`src/ucr_pkg.sv`:
```
// Shared constants and types for the UART register control block
package ucr_pkg;
   localparam logic [2:0] ADDR_DATA = 3'h0;
   localparam logic [2:0] ADDR_ISR_FCR = 3'h2;
   localparam logic [2:0] ADDR_LCR = 3'h3;
   localparam logic [7:0] LCR_RESET = 8'h00;
   localparam logic [5:0] SRC_LINE = 6'h06;
   localparam logic [5:0] SRC_RX_TIMEOUT = 6'h0C;
   localparam logic [5:0] SRC_RX_READY = 6'h04;
   localparam logic [5:0] SRC_TX_READY = 6'h02;
   localparam logic [5:0] SRC_MODEM = 6'h00;
   localparam logic [5:0] SRC_CHAR_MATCH = 6'h10;
   localparam logic [5:0] SRC_FLOW = 6'h20;
   localparam logic [5:0] SRC_NONE = 6'h01;
   localparam int FIFO_EN_BIT = 0;
   localparam int RX_RST_BIT = 1;
   localparam int TX_RST_BIT = 2;
   localparam int WAKE_EN_BIT = 3;
   localparam logic [1:0] TBL_A = 2'b00;
   localparam logic [1:0] TBL_B = 2'b01;
   localparam logic [1:0] TBL_C = 2'b10;
   localparam logic [1:0] TBL_D = 2'b11;

   // Decoded line format for transmitter and receiver
   typedef struct packed {
      logic [3:0] word_bits;
      logic stop_long;
      logic stop_half;
      logic parity_en;
      logic parity_forced;
      logic parity_even;
      logic parity_force_val;
   } ucr_format_s;

   // Trigger levels for both directions
   typedef struct packed {
      logic [7:0] rx_level;
      logic [7:0] tx_level;
   } ucr_trig_s;
endpackage

```
`src/ucr_ctrl.sv`:
```
// UART register control: interrupt status, FIFO control and line format
`timescale 1ns/1ps
`default_nettype none
// Function
// Bit 0 low means interrupt pending
// Bits 3:1 give prioritized source code
// Highest priority source code in bits 5:0
// Status read or data write clears transmit-ready
// Bit 4 flags character match when enhanced
// Bit 5 flags flow control rising when enhanced
// Bit 7 mirrors FIFO enable
// Bit 6 inverts bit 7 on GPIO interrupt
// FIFO control bit 0 gates other bits
// Bit 1 clears receive FIFO, self-clears
// Bit 2 clears transmit FIFO, self-clears
// Bit 3 enables wake-up when enhanced
// Transmit interrupt below level or empty
// Receive interrupt when count crosses level
// Both directions share last selected table
// Tables A and B trigger levels
// Tables C and D trigger levels
// Line bits 1:0 set word length
// Line bit 2 sets stop length
// Line bit 3 enables parity
// Line bit 4 selects odd or even
// Line bit 5 forces parity value
module ucr_ctrl #(
   parameter int FIFO_DEPTH = 128
) (
   input wire logic ref_clk,
   input wire logic rst,
   input wire logic [2:0] addr,
   input wire logic rd_stb,
   input wire logic wr_stb,
   input wire logic [7:0] wr_data,
   output logic [7:0] rd_data,
   input wire logic enhanced_en,
   input wire logic [1:0] table_sel,
   input wire logic trig_dir_tx,
   input wire logic [7:0] trig_prog,
   input wire logic [7:0] rx_count,
   input wire logic [7:0] tx_count,
   input wire logic tx_reload,
   input wire logic line_irq,
   input wire logic rx_timeout_irq,
   input wire logic modem_irq,
   input wire logic char_match,
   input wire logic cts_in_n,
   input wire logic rts_out_n,
   input wire logic wake_event,
   input wire logic gpio_irq_en,
   input wire logic gpio_irq,
   output logic fifo_en,
   output logic rx_fifo_clr,
   output logic tx_fifo_clr,
   output logic wake_irq_en,
   output logic [7:0] rx_trig,
   output logic [7:0] tx_trig,
   output ucr_pkg::ucr_format_s line_fmt
);
   logic [7:0] line_format_control;
   logic [7:0] next_lcr;
   logic [1:0] rx_sel;
   logic [1:0] next_rx_sel;
   logic [1:0] tx_sel;
   logic [1:0] next_tx_sel;
   logic [7:0] trg_rx;
   logic [7:0] next_trg_rx;
   logic [7:0] trg_tx;
   logic [7:0] next_trg_tx;
   logic next_fifo_en;
   logic next_rx_fifo_clr;
   logic next_tx_fifo_clr;
   logic next_wake_irq_en;
   logic tx_ready;
   logic next_tx_ready;
   logic tx_above;
   logic next_tx_above;
   logic rx_ready;
   logic next_rx_ready;
   logic match_flag;
   logic next_match_flag;
   logic flow_flag;
   logic next_flow_flag;
   logic wake_flag;
   logic next_wake_flag;
   logic cts_s1;
   logic cts_s2;
   logic cts_prev;
   logic rts_prev;
   logic [7:0] next_rd_data;
   logic [5:0] src;
   logic [7:0] interrupt_source_status;
   ucr_pkg::ucr_trig_s trig;
   ucr_pkg::ucr_format_s next_fmt;
   logic isr_rd;
   logic thr_wr;
   logic fcr_wr;

   assign isr_rd = rd_stb && addr == ucr_pkg::ADDR_ISR_FCR;
   assign thr_wr = wr_stb && addr == ucr_pkg::ADDR_DATA && !line_format_control[7];
   assign fcr_wr = wr_stb && addr == ucr_pkg::ADDR_ISR_FCR;

   // Trigger table decode, shared by both directions
   always_comb begin
      trig = '0;
      case (table_sel)
         ucr_pkg::TBL_A: begin
            case (rx_sel)
               2'b00: trig.rx_level = 8'h01;
               2'b01: trig.rx_level = 8'h04;
               2'b10: trig.rx_level = 8'h08;
               default: trig.rx_level = 8'h0E;
            endcase
            trig.tx_level = 8'h01;
         end
         ucr_pkg::TBL_B: begin
            case (rx_sel)
               2'b00: trig.rx_level = 8'h08;
               2'b01: trig.rx_level = 8'h10;
               2'b10: trig.rx_level = 8'h18;
               default: trig.rx_level = 8'h1C;
            endcase
            case (tx_sel)
               2'b00: trig.tx_level = 8'h10;
               2'b01: trig.tx_level = 8'h08;
               2'b10: trig.tx_level = 8'h18;
               default: trig.tx_level = 8'h1E;
            endcase
         end
         ucr_pkg::TBL_C: begin
            case (rx_sel)
               2'b00: trig.rx_level = 8'h08;
               2'b01: trig.rx_level = 8'h10;
               2'b10: trig.rx_level = 8'h38;
               default: trig.rx_level = 8'h3C;
            endcase
            case (tx_sel)
               2'b00: trig.tx_level = 8'h08;
               2'b01: trig.tx_level = 8'h10;
               2'b10: trig.tx_level = 8'h20;
               default: trig.tx_level = 8'h38;
            endcase
         end
         default: begin
            trig.rx_level = trg_rx;
            trig.tx_level = trg_tx;
         end
      endcase
   end

   // Highest priority pending source
   always_comb begin
      if (line_irq) begin
         src = ucr_pkg::SRC_LINE;
      end else if (rx_timeout_irq) begin
         src = ucr_pkg::SRC_RX_TIMEOUT;
      end else if (rx_ready) begin
         src = ucr_pkg::SRC_RX_READY;
      end else if (tx_ready) begin
         src = ucr_pkg::SRC_TX_READY;
      end else if (modem_irq) begin
         src = ucr_pkg::SRC_MODEM;
      end else if (match_flag) begin
         src = ucr_pkg::SRC_CHAR_MATCH;
      end else if (flow_flag) begin
         src = ucr_pkg::SRC_FLOW;
      end else begin
         src = ucr_pkg::SRC_NONE;
      end
      interrupt_source_status[5:0] = src;
      interrupt_source_status[7] = fifo_en;
      interrupt_source_status[6] = (gpio_irq_en && gpio_irq) ? !fifo_en : fifo_en;
   end

   // Register and interrupt flag next values
   always_comb begin
      next_lcr = line_format_control;
      next_fifo_en = fifo_en;
      next_rx_fifo_clr = 1'b0;
      next_tx_fifo_clr = 1'b0;
      next_wake_irq_en = wake_irq_en;
      next_rx_sel = rx_sel;
      next_tx_sel = tx_sel;
      next_trg_rx = trg_rx;
      next_trg_tx = trg_tx;
      next_rd_data = rd_data;
      if (wr_stb && addr == ucr_pkg::ADDR_LCR) begin
         next_lcr = wr_data;
      end else if (fcr_wr) begin
         next_fifo_en = wr_data[ucr_pkg::FIFO_EN_BIT];
         if (wr_data[ucr_pkg::FIFO_EN_BIT]) begin
            next_rx_fifo_clr = wr_data[ucr_pkg::RX_RST_BIT];
            next_tx_fifo_clr = wr_data[ucr_pkg::TX_RST_BIT];
            next_rx_sel = wr_data[7:6];
            // Wake enable and transmit selection are ignored unless enhanced
            if (enhanced_en) begin
               next_wake_irq_en = wr_data[ucr_pkg::WAKE_EN_BIT];
               next_tx_sel = wr_data[5:4];
            end
         end
      end
      if (table_sel == ucr_pkg::TBL_D && wr_stb && addr == ucr_pkg::ADDR_DATA && line_format_control[7]) begin
         if (trig_dir_tx) begin
            next_trg_tx = wr_data;
         end else begin
            next_trg_rx = wr_data;
         end
      end
      if (rd_stb) begin
         if (addr == ucr_pkg::ADDR_ISR_FCR) begin
            next_rd_data = interrupt_source_status;
         end else if (addr == ucr_pkg::ADDR_LCR) begin
            next_rd_data = line_format_control;
         end else begin
            next_rd_data = 8'h00;
         end
      end
      // Set wins over clear on every flag except tx_ready, where a status read or data write wins over set
      next_tx_above = tx_above;
      if (tx_reload && tx_count >= trig.tx_level) begin
         next_tx_above = 1'b1;
      end else if (tx_count == 8'h00) begin
         next_tx_above = 1'b0;
      end
      next_tx_ready = tx_ready && !(isr_rd || thr_wr);
      if (fifo_en && (tx_count < trig.tx_level || (tx_count == 8'h00 && !tx_above))) begin
         if (!(tx_ready || isr_rd || thr_wr)) begin
            next_tx_ready = 1'b1;
         end
      end
      next_rx_ready = fifo_en && rx_count >= trig.rx_level;
      next_match_flag = (match_flag && !isr_rd) || (enhanced_en && char_match);
      next_flow_flag = (flow_flag && !isr_rd) ||
         (enhanced_en && ((cts_s2 && !cts_prev) || (rts_out_n && !rts_prev)));
      next_wake_flag = (wake_flag && !isr_rd) || (wake_irq_en && enhanced_en && wake_event);
      next_fmt.word_bits = 4'h5 + {2'b00, line_format_control[1:0]};
      next_fmt.stop_long = line_format_control[2];
      next_fmt.stop_half = line_format_control[2] && line_format_control[1:0] == 2'b00;
      next_fmt.parity_en = line_format_control[3];
      next_fmt.parity_even = line_format_control[4];
      next_fmt.parity_forced = line_format_control[5];
      next_fmt.parity_force_val = !line_format_control[4];
   end

   always_ff @(posedge ref_clk or posedge rst) begin
      if (rst) begin
         line_format_control <= ucr_pkg::LCR_RESET;
         fifo_en <= 1'b0;
         rx_fifo_clr <= 1'b0;
         tx_fifo_clr <= 1'b0;
         wake_irq_en <= 1'b0;
         rx_sel <= 2'b00;
         tx_sel <= 2'b00;
         trg_rx <= 8'h00;
         trg_tx <= 8'h00;
         rd_data <= 8'h00;
         tx_ready <= 1'b0;
         tx_above <= 1'b0;
         rx_ready <= 1'b0;
         match_flag <= 1'b0;
         flow_flag <= 1'b0;
         wake_flag <= 1'b0;
         // Idle level of the active-low pins, so no false edge after reset
         cts_s1 <= 1'b1;
         cts_s2 <= 1'b1;
         cts_prev <= 1'b1;
         rts_prev <= 1'b1;
         rx_trig <= 8'h00;
         tx_trig <= 8'h00;
         line_fmt <= '0;
      end else begin
         line_format_control <= next_lcr;
         fifo_en <= next_fifo_en;
         rx_fifo_clr <= next_rx_fifo_clr;
         tx_fifo_clr <= next_tx_fifo_clr;
         wake_irq_en <= next_wake_irq_en;
         rx_sel <= next_rx_sel;
         tx_sel <= next_tx_sel;
         trg_rx <= next_trg_rx;
         trg_tx <= next_trg_tx;
         rd_data <= next_rd_data;
         tx_ready <= next_tx_ready;
         tx_above <= next_tx_above;
         rx_ready <= next_rx_ready;
         match_flag <= next_match_flag;
         flow_flag <= next_flow_flag;
         wake_flag <= next_wake_flag;
         cts_s1 <= cts_in_n;
         cts_s2 <= cts_s1;
         cts_prev <= cts_s2;
         rts_prev <= rts_out_n;
         rx_trig <= trig.rx_level;
         tx_trig <= trig.tx_level;
         line_fmt <= next_fmt;
      end
   end
endmodule // ucr_ctrl
`default_nettype wire

```
`config.mk`:
```
export PLATFORM = sky130hd
export DESIGN_NAME = ucr_ctrl
export DESIGN_NICKNAME = d
export VERILOG_FILES = /design/src/ucr_pkg.sv /design/src/ucr_ctrl.sv
export SDC_FILE = /design/constraint.sdc
export NUM_CORES = 1
export LEC_CHECK = 0
export BUFFER_PORTS_ARGS = -buffer_cell sky130_fd_sc_hd__buf_2
export CAP_MARGIN = 10
export CORE_MARGIN = 5
export CORE_UTILIZATION = 49
export CTS_BUF_LIST = sky130_fd_sc_hd__clkbuf_4
export CTS_CLUSTER_DIAMETER = 120
export DETAILED_ROUTE_END_ITERATION = 16
export HOLD_SLACK_MARGIN = 0.05
export PLACE_DENSITY = 0.78
export REMOVE_ABC_BUFFERS = 1
export SYNTH_ARGS = -nofsm -noshare
export SYNTH_HDL_FRONTEND = slang
export SYNTH_SLANG_ARGS = --single-unit
```
`constraint.sdc`:
```
create_clock -name ref_clk -period 1.99 [get_ports ref_clk]
set_input_delay 0.0995 -clock ref_clk [delete_from_list [all_inputs] [get_ports ref_clk]]
set_output_delay 0.0995 -clock ref_clk [all_outputs]
set_load 0.01 [all_outputs]
```
==> flow_summary.toml <==
[global_routing]
grt_max_degree = 63
grt_use_met3_pct = 4.73
grt_overflow = 0
grt-busiest-layer = "met2"
grt_use_met1_pct = 24.8
grt_antenna_before_repair = 0
grt_pass1_vias = 2647
grtUsageMet2_pct = 32.1
grt_pass1_wl_um = 13000
grt_use_total_pct = 19.4

[outcome]
outcome = "complete, but fails checks"
violations = "setup timing"

[synth]
syn_area_um2 = 3430
ys_top_cells_by_count = "dfrtp_1 (71), nand2_1 (31), inv_1 (28), mux2_2 (28), ha_1 (23)"
yosys.area.top_type_share_pct = 51.7
yosysMostFrequentCell = "dfrtp_1"
synth-edff-count = 0
seq_area_frac_synth_pct = 54.8
yosys-top-cells-area = "dfrtp_1 (52%), mux2_2 (9.2%), ha_1 (8.4%), nand2_1 (3.4%), dfstp_2 (3.1%)"
syn_area_per_cell_um2 = 11.8
synth_warnings = 0
async_flop_share_pct = 100
synth_ff_type = "dfrtp_1"
synth-seq-cells = 75
yosys.area.top_type = "dfrtp_1"
netlist_instances = 290
synth.distinct_cells = 46

[routing]
routedWlPerCell_um = 16.0
drt_first_iter_violations = 128
wirelength_um = 8070
vias_per_cell = 5.12
drt-pass1-iter-count = 4
ant_nets = 0
dr_total_vias = 2587
drc_errors = 0

[floorplan]
ios = 91
core_area_um2 = 6790
die_w_um = 93.7
rows = 30
chipHeight_um = 93.7
start_util_pct = 50.5
dieArea_um2 = 8780

[setup_path]
critPathKind = "reg2reg"
cpMaxStageDelayCell = "dfrtp_1"
cp_cell_sequence = "ha_2, or3_1, and3_4, inv_2, ha_4, a21oi_2, o21ai_2, a221o_1, a21o_1"
slowest_delay_ns = 0.43
end_kind = "register"
start_kind = "register"
critical_path_required_ns = 2.30
cp.arrival_ns = 2.55
worst-path-max-fanout = 4

[finish]
num_antenna_cells = 0
drive_gt1_share_pct = 39.4
nFillCells = 513
final_cells = 505
final_nets = 480
finish.utilization_pct = 64.5
synthToLayoutAreaGrowth_pct = 27.7

[power]
power_leakage_uw = 0.00231
ir_drop_mv = 0.380
powerDensity_nw_per_um2 = 796

[timing]
timing.fmax_mhz = 446
slew_headroom_pct = 68.6
setup-tns-final_ns = -0.268
finClkSkew_ns = 0.00935
report.final.slew_viol_count = 0
finalSetupViolCount = 2
tightest_slew_ns = 0.467
fin_ws_ns = -0.251
rsz0062_at_grt = "true"
period_share_pct = 113
hold_violations = 0
period_minus_slack_ns = 2.24

[cts]
cts_tree = "done"
cts_buffers = 9
htreeDepth = 3
cts_buffer_depth = 2
clk_latency_ns = 0.42
clock_sinks = 75
cts.clk_slew.worst_paths_ns = 0.11
clockRootBuffer = "clkbuf_4"

[place]
post-place-cells = 470
dp_hpwl_um = 5940
numPortBuffers = 81
gp_congestion = 0.846

[worst_hold_path]
min_path_type = "in2reg"

[run]
drv_cap = 0
-- per-stage QoR --
step           hold WS [ns]  total power, µW  cell area, µm²  setup WS (ns)
2_1_floorplan         0.104             2230            3410         -0.174
3_3_place_gp         0.0635             2510            4010         -0.201
3_5_place_dp         0.0751             2550            4010         -0.310
4_1_cts               0.134             3490            4370         -0.198
5_1_grt               0.138             3690            4380         -0.345
6_report              0.127             3490            4380         -0.251
-- flip-flops by register name, summed over array words and instances, names as in the netlist, 8 cells and up --
register / count
line_fmt: 10
line_format_control: 8
rd_data: 8
rx_trig: 8
trg_rx: 8
trg_tx: 8
tx_trig: 8
-- layout make-up --
class	count	area, µm²	share of cell area, %
repair buffers	108	663	15.1
clock inverters	6	56.3	1.28
multi-input cells	182	1480	33.8
well taps	96	120	2.74
clock buffers	10	75.1	1.71
inverters	28	105	2.40
flip-flops and latches	75	1880	42.9
-- worst max-delay path: cells and delay by family, from the launching register on --
| family | cells | cell delay, ns |
|---|---|---|
| AO/OA/AOI/OAI | 4 | 0.69 |
| buffers and inverters | 1 | 0.07 |
| adder cells (fa/ha/maj) | 2 | 0.39 |
| flip-flops | 1 | 0.43 |
| AND/OR/NAND/NOR | 2 | 0.56 |
-- cells by family after synthesis --
family                     share of synthesized area [%]
DFF                                                 54.8
adders and majority gates                           8.67
AOI/OAI and AO/OA                                   8.60
buffers and inverters                               3.79
muxes                                               9.77
xor gates and xnor gates                           0.510
and+or+nand+nor                                     13.8
-- cell usage in the layout, fill, tap and decap left out, drive strengths merged, types with 3 or more instances in the layout --
master       Yosys  final
nand2           32     32
dlygate4sd3      0     17
and3             3      3
a22o             4      4
dfrtp           71     71
ha              23     23
and2             6      6
nand3            7      7
clkinv           0      5
buf              3     91
clkbuf           2     10
nor2b            5      5
nor2             7      7
a21o             3      3
inv             28     28
a221o            5      5
mux2            28     28
o21ai            8      8
nand2b           9      9
a21oi           10     10
dfstp            4      4
o21a             3      3
nand4            3      3
-- timing repair --
item	in CTS	in global routing
pin swaps	7	4
buffers inserted	3	1
hold endpoints to repair	114	0
gates resized for setup	11	3
setup endpoints to repair	2	3
hold buffers	17	0
-- metal layers --
layer	wire length, µm	part of all wire [%]
met5	0	0
met3	403	5.0
met1	3450	43
met2	4080	51
met4	137	1.7
-- worst paths after layout --
| check | to | slack [ns] | cells past startpoint | start |
|---|---|---|---|---|
| max | tx_above | -0.25 | 9 | tx_sel[0] |
| min | rx_trig[3] | 0.13 | 4 | table_sel[0] |
| max reg2reg | tx_above | -0.25 | 9 | tx_sel[0] |
| min reg2reg | cts_s2 | 0.36 | 0 | cts_s1 |
| max in group asynchronous | cts_s2 | 1.17 | 4 | rst |
| min in group asynchronous | line_fmt[6] | 0.15 | 3 | rst |
-- power breakdown --
group	internal [µW]	switching, µW	total (µW)
Clock	387	521	908
Combinational	366	373	739
Sequential	1720	125	1840
Power figures use the tool's default switching activity.
